**config.mk**
```make
export PLATFORM = sky130hd
export DESIGN_NAME = perf_monitor_event_select
export DESIGN_NICKNAME = d
export VERILOG_FILES = /design/src/common/perf_mon_pkg.sv /design/src/core/perf_monitor_event_select.sv
export SDC_FILE = /design/constraint.sdc
export NUM_CORES = 1
export LEC_CHECK = 0
export BUFFER_PORTS_ARGS = -buffer_cell sky130_fd_sc_hd__buf_4
export CAP_MARGIN = 20
export CORE_UTILIZATION = 58
export CTS_CLUSTER_SIZE = 8
export DETAILED_ROUTE_END_ITERATION = 10
export GPL_ROUTABILITY_DRIVEN = 0
export PLACE_DENSITY = 0.95
export SYNTH_ARGS = -nofsm -noshare
export SYNTH_HDL_FRONTEND = slang
export SYNTH_SLANG_ARGS = --single-unit
```
**constraint.sdc**
```tcl
create_clock -name clk_sys -period 6.1 [get_ports clk_sys]
set_clock_uncertainty 0.05 [all_clocks]
set_input_delay 0.915 -clock clk_sys [delete_from_list [all_inputs] [get_ports clk_sys]]
set_output_delay 0.915 -clock clk_sys [all_outputs]
set_load 0.01 [all_outputs]
```
**src/common/perf_mon_pkg.sv**
```systemverilog
// constants, codes and carrier structs for the performance monitor event block
// assumes one core clock; event pulses arrive already on that clock
package perf_mon_pkg;

	// ----------------------------------------------------------------
	// special-register numbers
	// ----------------------------------------------------------------
	localparam logic [9:0] SPR_USER_COUNTER_ONE   = 10'h3A9;
	localparam logic [9:0] SPR_USER_COUNTER_TWO   = 10'h3AA;
	localparam logic [9:0] SPR_USER_SAMPLED_ADDR  = 10'h3AB;
	localparam logic [9:0] SPR_USER_COUNTER_THREE = 10'h3AD;
	localparam logic [9:0] SPR_USER_COUNTER_FOUR  = 10'h3AE;
	localparam logic [9:0] SPR_COUNTER_ONE        = 10'h3B9;
	localparam logic [9:0] SPR_COUNTER_TWO        = 10'h3BA;
	localparam logic [9:0] SPR_SAMPLED_ADDR       = 10'h3BB;
	localparam logic [9:0] SPR_COUNTER_THREE      = 10'h3BD;
	localparam logic [9:0] SPR_COUNTER_FOUR       = 10'h3BE;

	// ----------------------------------------------------------------
	// field layout of the second monitor control word, reset values
	// ----------------------------------------------------------------
	localparam int           SEL_THREE_LSB  = 0;
	localparam int           SEL_FOUR_LSB   = 5;
	localparam int           SEL_WIDTH      = 5;
	localparam int           COUNTER_MSB    = 31;
	localparam logic [31:0]  COUNTER_RESET  = 32'h0000_0000;
	localparam logic [31:0]  ADDR_RESET     = 32'h0000_0000;

	// time-base-lower bit picked by the 2-bit select (big-endian bit numbers)
	localparam int TB_BIT_SEL0 = 47;
	localparam int TB_BIT_SEL1 = 51;
	localparam int TB_BIT_SEL2 = 55;
	localparam int TB_BIT_SEL3 = 63;

	// ----------------------------------------------------------------
	// event select codes
	// ----------------------------------------------------------------
	localparam logic [4:0] EV_HOLD        = 5'h00;
	localparam logic [4:0] EV_CYCLES      = 5'h01;
	localparam logic [4:0] EV_COMPLETED   = 5'h02;
	localparam logic [4:0] EV_TIME_BASE   = 5'h03;
	localparam logic [4:0] EV_DISPATCHED  = 5'h04;
	localparam logic [4:0] EV_CODE_05     = 5'h05;
	localparam logic [4:0] EV_CODE_06     = 5'h06;
	localparam logic [4:0] EV_CODE_07     = 5'h07;
	localparam logic [4:0] EV_CODE_08     = 5'h08;
	localparam logic [4:0] EV_MARK_TOGGLE = 5'h09;
	localparam logic [4:0] EV_CODE_0A     = 5'h0A;
	localparam logic [4:0] EV_CODE_0B     = 5'h0B;
	localparam logic [4:0] EV_CODE_0C     = 5'h0C;
	localparam logic [4:0] EV_CODE_0D     = 5'h0D;
	localparam logic [4:0] EV_CODE_0E     = 5'h0E;
	localparam logic [4:0] EV_CODE_0F     = 5'h0F;
	localparam logic [4:0] EV_CODE_10     = 5'h10;
	localparam logic [4:0] EV_CODE_11     = 5'h11;

	// ----------------------------------------------------------------
	// carriers
	// ----------------------------------------------------------------
	typedef struct packed {
		logic [1:0] completed;   // 0..2 instructions completed, folded branches excluded
		logic [1:0] dispatched;  // 0..2 instructions dispatched
	} common_ev_s;

	typedef struct packed {
		logic l1DataMiss;
		logic dataTlbMiss;
		logic l2DataMiss;
		logic takenBranch;
		logic storeCondDone;
		logic floatUnitDone;
		logic l2SnoopCastout;
		logic l2CacheOpHit;
		logic l1LoadMissCycle;
		logic specTwoCorrect;
		logic branchUnitDepStall;
	} three_ev_s;

	typedef struct packed {
		logic l2Castout;
		logic dataTlbSearchCycle;
		logic mispredict;
		logic storeCondIntact;
		logic syncDone;
		logic snoopRetry;
		logic integerDone;
		logic branchUnitTwoStall;
	} four_ev_s;

	typedef struct packed {
		logic        valid;
		logic        write;
		logic [9:0]  num;
		logic [31:0] data;
	} spr_req_s;

endpackage : perf_mon_pkg

```
**src/core/perf_monitor_event_select.sv**
```systemverilog
// performance monitor counters, event selection for counters three and four,
// sampled instruction address capture and special-register decode
// assumes: event pulses, time base and machine state come from logic on clk_sys;
// the first monitor control bits and the second control word arrive as levels
`timescale 1ns/100ps

module perf_monitor_event_select
	import perf_mon_pkg::*;
#(
	parameter bit MARK_FOUR_IN_USER = 1'b1
)(
	input  wire logic        clk_sys,
	input  wire logic        rst_n,
	input  wire spr_req_s    sprReq,
	output logic             sprAck,
	output logic             sprHit,
	output logic [31:0]      sprRdData,
	input  wire logic [31:0] controlSecond,
	input  wire logic [1:0]  timeBaseBitSelect,
	input  wire logic        globalIrqEnable,
	input  wire logic        stopOnIrq,
	input  wire logic [3:0]  counterIrqControl,
	input  wire logic [1:0]  countOneInc,
	input  wire logic [1:0]  countTwoInc,
	input  wire common_ev_s  commonEv,
	input  wire three_ev_s   threeEv,
	input  wire four_ev_s    fourEv,
	input  wire logic [63:0] timeBase,
	input  wire logic        markedProcessBit,
	input  wire logic        userMode,
	input  wire logic        thresholdEvent,
	input  wire logic [31:0] thresholdAddr,
	input  wire logic [31:0] lastCompletedAddr,
	output logic             monitorIrq,
	output logic             countersFrozen,
	output logic [31:0]      sampledAddr
);

	// ----------------------------------------------------------------
	// helper functions
	// ----------------------------------------------------------------

	// events shared by counters three and four; anything else counts zero
	function automatic logic [1:0] common_inc(
		input logic [4:0]  code,
		input common_ev_s  ev,
		input logic        tbRise
	);
		logic [1:0] inc;
		inc = 2'h0;
		case (code)
			EV_CYCLES:     inc = 2'h1;
			EV_COMPLETED:  inc = ev.completed;
			EV_TIME_BASE:  inc = {1'b0, tbRise};
			EV_DISPATCHED: inc = ev.dispatched;
			default:       inc = 2'h0;
		endcase
		return inc;
	endfunction : common_inc

	// counter three event decode; unlisted codes fall to zero
	function automatic logic [1:0] three_inc(
		input logic [4:0]  code,
		input common_ev_s  ev,
		input three_ev_s   e3,
		input logic        tbRise,
		input logic        markUser
	);
		logic hit;
		hit = 1'b0;
		case (code)
			EV_CODE_05:     hit = e3.l1DataMiss;
			EV_CODE_06:     hit = e3.dataTlbMiss;
			EV_CODE_07:     hit = e3.l2DataMiss;
			EV_CODE_08:     hit = e3.takenBranch;
			EV_MARK_TOGGLE: hit = markUser;
			EV_CODE_0A:     hit = e3.storeCondDone;
			EV_CODE_0B:     hit = e3.floatUnitDone;
			EV_CODE_0C:     hit = e3.l2SnoopCastout;
			EV_CODE_0D:     hit = e3.l2CacheOpHit;
			EV_CODE_0E:     hit = 1'b0;
			EV_CODE_0F:     hit = e3.l1LoadMissCycle;
			EV_CODE_10:     hit = e3.specTwoCorrect;
			EV_CODE_11:     hit = e3.branchUnitDepStall;
			default:        hit = 1'b0;
		endcase
		return common_inc(code, ev, tbRise) | {1'b0, hit};
	endfunction : three_inc

	// counter four event decode; code 7 and codes above 14 hold
	function automatic logic [1:0] four_inc(
		input logic [4:0]  code,
		input common_ev_s  ev,
		input four_ev_s    e4,
		input logic        tbRise,
		input logic        markSel
	);
		logic hit;
		hit = 1'b0;
		case (code)
			EV_CODE_05:     hit = e4.l2Castout;
			EV_CODE_06:     hit = e4.dataTlbSearchCycle;
			EV_CODE_07:     hit = 1'b0;
			EV_CODE_08:     hit = e4.mispredict;
			EV_MARK_TOGGLE: hit = markSel;
			EV_CODE_0A:     hit = e4.storeCondIntact;
			EV_CODE_0B:     hit = e4.syncDone;
			EV_CODE_0C:     hit = e4.snoopRetry;
			EV_CODE_0D:     hit = e4.integerDone;
			EV_CODE_0E:     hit = e4.branchUnitTwoStall;
			default:        hit = 1'b0;
		endcase
		return common_inc(code, ev, tbRise) | {1'b0, hit};
	endfunction : four_inc

	// advance a counter unless frozen or overwritten this cycle
	function automatic logic [31:0] step_counter(
		input logic [31:0] cur,
		input logic [1:0]  inc,
		input logic        frozen,
		input logic        wr,
		input logic [31:0] wrData
	);
		logic [31:0] res;
		res = cur;
		if (wr) begin
			res = wrData;
		end else if (!frozen) begin
			res = cur + {30'h0, inc};
		end
		return res;
	endfunction : step_counter

	// ----------------------------------------------------------------
	// state
	// ----------------------------------------------------------------
	logic [31:0] countOne_ff;
	logic [31:0] countTwo_ff;
	logic [31:0] countThree_ff;
	logic [31:0] countFour_ff;
	logic [31:0] sampled_ff;
	logic        irq_ff;
	logic        frozen_ff;
	logic        tbBitPrev_ff;
	logic        markPrev_ff;
	logic        histValid_ff;
	logic        ack_ff;
	logic        hit_ff;
	logic [31:0] rdData_ff;

	// ----------------------------------------------------------------
	// event conditioning
	// ----------------------------------------------------------------

	// time-base bit pick; big-endian bit n sits at little-endian 63-n
	logic [5:0] tbIndex;
	logic       tbBit;
	logic       tbRise;
	assign tbIndex = (timeBaseBitSelect == 2'h0) ? 6'(63 - TB_BIT_SEL0) :
	                 (timeBaseBitSelect == 2'h1) ? 6'(63 - TB_BIT_SEL1) :
	                 (timeBaseBitSelect == 2'h2) ? 6'(63 - TB_BIT_SEL2) :
	                                               6'(63 - TB_BIT_SEL3);
	assign tbBit   = timeBase[tbIndex];
	// no history right after reset: a bit already high there is not a rise
	assign tbRise  = tbBit & ~tbBitPrev_ff & histValid_ff;

	// marked-process toggles qualified by privilege level
	logic markToggle;
	logic markUser;
	logic markFour;
	// a mark already set at reset release is not a toggle
	assign markToggle = (markedProcessBit ^ markPrev_ff) & histValid_ff;
	assign markUser   = markToggle & userMode;
	// the mode for counter four is ambiguous; a parameter picks it
	assign markFour   = markToggle & (MARK_FOUR_IN_USER ? userMode : ~userMode);

	// ----------------------------------------------------------------
	// select fields and increments
	// ----------------------------------------------------------------
	logic [4:0] selThree;
	logic [4:0] selFour;
	logic [1:0] incThree;
	logic [1:0] incFour;
	assign selThree = controlSecond[SEL_THREE_LSB +: SEL_WIDTH];
	assign selFour  = controlSecond[SEL_FOUR_LSB +: SEL_WIDTH];
	assign incThree = three_inc(selThree, commonEv, threeEv, tbRise, markUser);
	assign incFour  = four_inc(selFour, commonEv, fourEv, tbRise, markFour);

	// ----------------------------------------------------------------
	// special-register decode
	// ----------------------------------------------------------------
	logic wrOne;
	logic wrTwo;
	logic wrThree;
	logic wrFour;
	logic wrSampled;
	logic isWrite;
	assign isWrite   = sprReq.valid & sprReq.write;
	assign wrOne     = isWrite & (sprReq.num == SPR_COUNTER_ONE);
	assign wrTwo     = isWrite & (sprReq.num == SPR_COUNTER_TWO);
	assign wrThree   = isWrite & (sprReq.num == SPR_COUNTER_THREE);
	assign wrFour    = isWrite & (sprReq.num == SPR_COUNTER_FOUR);
	assign wrSampled = isWrite & (sprReq.num == SPR_SAMPLED_ADDR);
	// mirror numbers decode for reads only, so a write there has no target

	// read mux; supervisor and user numbers share the same storage
	logic        rdHit;
	logic [31:0] rdValue;
	always_comb begin
		rdHit   = 1'b1;
		rdValue = 32'h0000_0000;
		case (sprReq.num)
			SPR_COUNTER_ONE,   SPR_USER_COUNTER_ONE:   rdValue = countOne_ff;
			SPR_COUNTER_TWO,   SPR_USER_COUNTER_TWO:   rdValue = countTwo_ff;
			SPR_COUNTER_THREE, SPR_USER_COUNTER_THREE: rdValue = countThree_ff;
			SPR_COUNTER_FOUR,  SPR_USER_COUNTER_FOUR:  rdValue = countFour_ff;
			SPR_SAMPLED_ADDR,  SPR_USER_SAMPLED_ADDR:  rdValue = sampled_ff;
			default:                                   rdHit   = 1'b0;
		endcase
	end

	// ----------------------------------------------------------------
	// next counter values
	// ----------------------------------------------------------------
	logic [31:0] nxt_countOne;
	logic [31:0] nxt_countTwo;
	logic [31:0] nxt_countThree;
	logic [31:0] nxt_countFour;
	assign nxt_countOne   = step_counter(countOne_ff, countOneInc, frozen_ff, wrOne, sprReq.data);
	assign nxt_countTwo   = step_counter(countTwo_ff, countTwoInc, frozen_ff, wrTwo, sprReq.data);
	assign nxt_countThree = step_counter(countThree_ff, incThree, frozen_ff, wrThree, sprReq.data);
	assign nxt_countFour  = step_counter(countFour_ff, incFour, frozen_ff, wrFour, sprReq.data);

	// ----------------------------------------------------------------
	// overflow, interrupt, freeze and sampling
	// ----------------------------------------------------------------
	// looking at next values lets the sample land in the cycle of the event
	logic [3:0]  overflowed;
	logic        nxt_irq;
	logic        irqRise;
	logic        nxt_frozen;
	logic [31:0] nxt_sampled;
	assign overflowed = {nxt_countFour[COUNTER_MSB], nxt_countThree[COUNTER_MSB],
	                     nxt_countTwo[COUNTER_MSB],  nxt_countOne[COUNTER_MSB]};
	assign nxt_irq    = globalIrqEnable & |(overflowed & counterIrqControl);
	assign irqRise    = nxt_irq & ~irq_ff;
	// freeze lasts until software drops the stop-on-interrupt bit
	assign nxt_frozen = stopOnIrq & (frozen_ff | irqRise);
	// capture beats a same-cycle software write of the sampled register
	assign nxt_sampled = irqRise ? (thresholdEvent ? thresholdAddr
	                                               : lastCompletedAddr)
	                   : wrSampled ? sprReq.data : sampled_ff;

	// ----------------------------------------------------------------
	// registers
	// ----------------------------------------------------------------

	// counters
	always_ff @(posedge clk_sys or negedge rst_n) begin
		if (!rst_n) begin
			countOne_ff   <= COUNTER_RESET;
			countTwo_ff   <= COUNTER_RESET;
			countThree_ff <= COUNTER_RESET;
			countFour_ff  <= COUNTER_RESET;
		end else begin
			countOne_ff   <= nxt_countOne;
			countTwo_ff   <= nxt_countTwo;
			countThree_ff <= nxt_countThree;
			countFour_ff  <= nxt_countFour;
		end
	end

	// interrupt, freeze, sample and edge history
	always_ff @(posedge clk_sys or negedge rst_n) begin
		if (!rst_n) begin
			irq_ff       <= 1'b0;
			frozen_ff    <= 1'b0;
			sampled_ff   <= ADDR_RESET;
			tbBitPrev_ff <= 1'b0;
			markPrev_ff  <= 1'b0;
		end else begin
			irq_ff       <= nxt_irq;
			frozen_ff    <= nxt_frozen;
			sampled_ff   <= nxt_sampled;
			tbBitPrev_ff <= tbBit;
			markPrev_ff  <= markedProcessBit;
		end
	end

	// edge history becomes trustworthy one edge after reset release
	always_ff @(posedge clk_sys or negedge rst_n) begin
		if (!rst_n) begin
			histValid_ff <= 1'b0;
		end else begin
			histValid_ff <= 1'b1;
		end
	end

	// read answer one cycle after the request
	always_ff @(posedge clk_sys or negedge rst_n) begin
		if (!rst_n) begin
			ack_ff    <= 1'b0;
			hit_ff    <= 1'b0;
			rdData_ff <= 32'h0000_0000;
		end else begin
			ack_ff    <= sprReq.valid;
			hit_ff    <= sprReq.valid & rdHit;
			rdData_ff <= (sprReq.valid & ~sprReq.write & rdHit) ? rdValue : 32'h0000_0000;
		end
	end

	// ----------------------------------------------------------------
	// outputs, all from flip-flops
	// ----------------------------------------------------------------
	assign sprAck         = ack_ff;
	assign sprHit         = hit_ff;
	assign sprRdData      = rdData_ff;
	assign monitorIrq     = irq_ff;
	assign countersFrozen = frozen_ff;
	assign sampledAddr    = sampled_ff;

endmodule : perf_monitor_event_select

```
==> out/metrics.cfg <==
[route]
drt-total-wl_mm=35.0
drcViolationCount=0
wire_per_inst_microns=20.0
ant_nets=0
vias_per_cell=6.25
drtIter0Drc=1204
first_pass_iters=6
vias=10900

[place]
placed_area_sq_um=13700
hpwlAfterDp_mm=25.3
dp_slack_ns=0.320
numPortBuffers=233
dp.cells=1714

[timing]
timing.fmax_mhz=183
grt_setup_unrepaired=no
worstMarginPinSlew_ns=1.06
finalSetupTns_ns=0
finalSetupViolCount=0
fin_ws_ns=0.644
hold_viol=0
min_period_ns=5.46
max-slew-margin-rel=0.294
slew_violations=0
period_share=0.894

[synthesis]
syn_area_sq_um=11900
synth_fa_ha_area_frac=0.0172
synth_edf_count=0
synth_area_leaders=dfrtp_1 (42%), mux2i_1 (14%), nor2_1 (5.2%)
yosysMostFrequentCell=dfrtp_1
yosys.area.top_type=dfrtp_1
synth_top_family_by_area=simple AND/OR/NAND/NOR gates
synthCells=1271
ys_seq_area_frac=0.418
async_flop_share=1.00
synth-seq-cells=199
yosysWarnings=0
syn_nets=1529
syn_avg_cell_area_sq_um=9.38
post_synth_and_or_nand_nor_area_fraction=0.184
synthMuxAreaShare=0.155
synthDominantCellAreaShare=0.418
yosys_most_used_dff=dfrtp_1
synth_compound_area_frac=0.103
yosysUniqueCellTypes=59
yosys.area_share.xor_xnor=0.0889
synth_commonest_cells=dfrtp_1 (199), mux2i_1 (171), nor2_1 (164)

[clock_tree]
path_clk_slew_ns=0.08
insertion_delay_ns=0.46
htreeDepth=4
cts-root-buf=clkbuf_16
clock-sinks=199
cts_setup_buffers=0
cts_resized=0
clock_path_buffers=2
cts_buffers=17
hold_buffers=0
cts_tree=built

[grt]
grt_pass1_vias=10800
grt_remaining_overflow=0
grt_pass1_wl_mm=55.7
grt_max_degree=83
antenna_found_initial=0
grt_usage=0.336

[final_layout]
syn2layout_area_growth_pct=21.0
final_layout_size_suffix_gt1_frac=0.206
num-fill-cells=1347
nets=1724
regArea_sq_um=4980
n_antenna_cell=0
multiInputGateArea_sq_um=6560
fin_cells=1748
final_cell_area_sq_um=14400

[floorplan]
core_area_sq_um=20200
boundaryPins=312
row_count=52
start_util=0.591
die_y_microns=145
die-area_sq_um=21100
die_w_microns=145

[critical_path]
cp_max_fo=33
critical_path_class=in2reg
crit_required_ns=6.42
start_kind=input port
crit_start=timeBaseBitSelect[0]
reg2reg_depth=13
r2r_start=tbBitPrev_ff
critPathCaptureType=flip-flop
r2r-end=sampledAddr[17]
rrSetupSlack_ns=1.52
crit_arrival_ns=5.77

[power]
p_per_area_nw_per_um2=259
power_leakage_nw=6.34
peakVddDrop_uv=230

[run_status]
status=complete, no violations

[min_path]
holdCritPathClass=in2async

[job]
maxCapViolCount=0

## placed cells by master (no fill, tap or decap), types with 5 or more instances in the layout
cell type / instances
nand4_1: 31
o22ai_1: 32
mux2_2: 5
ha_1: 10
dfrtp_1: 199
nor3_1: 11
nand2_1: 116
and3_1: 22
inv_1: 9
and4_1: 9
nor2_1: 163
nor4_1: 5
a31oi_1: 6
a21oi_1: 113
xnor2_1: 57
nand3_1: 40
xor2_1: 64
nand3b_1: 8
mux2i_1: 171
and2_1: 5
buf_4: 243
o21ai_0: 55
nand2b_1: 5
clkbuf_16: 17
## critical path, cell delays in order
cell       delay (ns)
buf_4            0.11
ha_1             0.23
mux4_2           0.34
mux2_2           0.16
nand3b_1         0.11
a2111oi_0        0.47
a21oi_1          0.09
a21oi_1          0.15
or2_2            0.14
ha_1             0.20
a21oi_2          0.08
or4b_1           0.64
nor4_4           0.38
xnor2_1          0.16
o311ai_2         0.35
o311a_2          0.93
mux2i_1          0.30
## worst max-delay path by stage
stage                       to  slack, ns  depth (start not counted)
2_1_floorplan   countersFrozen       1.36                         20
3_3_place_gp    sampledAddr[3]       0.54                         17
3_5_place_dp   sampledAddr[22]       0.32                         17
4_1_cts        sampledAddr[17]       0.72                         17
5_1_grt        sampledAddr[11]       0.22                         18
6_report       sampledAddr[17]       0.64                         17
## flip-flops by register name, summed over array words and instances (netlist names)
register,flops
monitorIrq,1
countOne_ff,32
sampledAddr,32
countersFrozen,1
countTwo_ff,32
sprRdData,32
sprAck,1
countFour_ff,32
sprHit,1
histValid_ff,1
markPrev_ff,1
countThree_ff,32
tbBitPrev_ff,1
## per-layer routing
layer  GRT usage  routed length (microns)  vias to the layer above
met1       0.437                    13400                     5169
li1            -                        -                     4873
met5           0                        0                        -
met3      0.0781                     3860                      143
met2       0.527                    15900                      732
met4       0.173                     1730                        0
## cell type report
cell class	count	area share
Multi-Input combinational cell	992	0.455
Sequential cell	199	0.345
Timing Repair Buffer	247	0.131
Clock buffer	19	0.0314
Tap cell	270	0.0234
Clock inverter	12	0.0115
Inverter	9	0.00234
## cells by family after synthesis
kind of cell / Yosys count
XOR/XNOR: 121
flip-flops: 199
multiplexers: 180
AO/OA/AOI/OAI: 223
AND/OR/NAND/NOR: 453
other: 1
buffers and inverters: 80
adder cells (fa/ha/maj): 14
## power breakdown
group          internal (mW)  switching [mW]
clock network          0.673           0.531
logic                  0.412           0.416
registers               1.49           0.216
## stage by stage
| stage | util | power (mW) | hold WS [ns] |
|---|---|---|---|
| finish | 0.715 | 3.74 | 0.418 |
| detailed placement | 0.682 | 2.52 | 0.504 |
| global placement | 0.682 | 2.46 | 0.495 |
| CTS | 0.712 | 3.72 | 0.461 |
| floorplan | - | 2.12 | 0.455 |
| global route | 0.715 | 3.87 | 0.486 |
No activity file was read; power rests on OpenSTA's default activity.
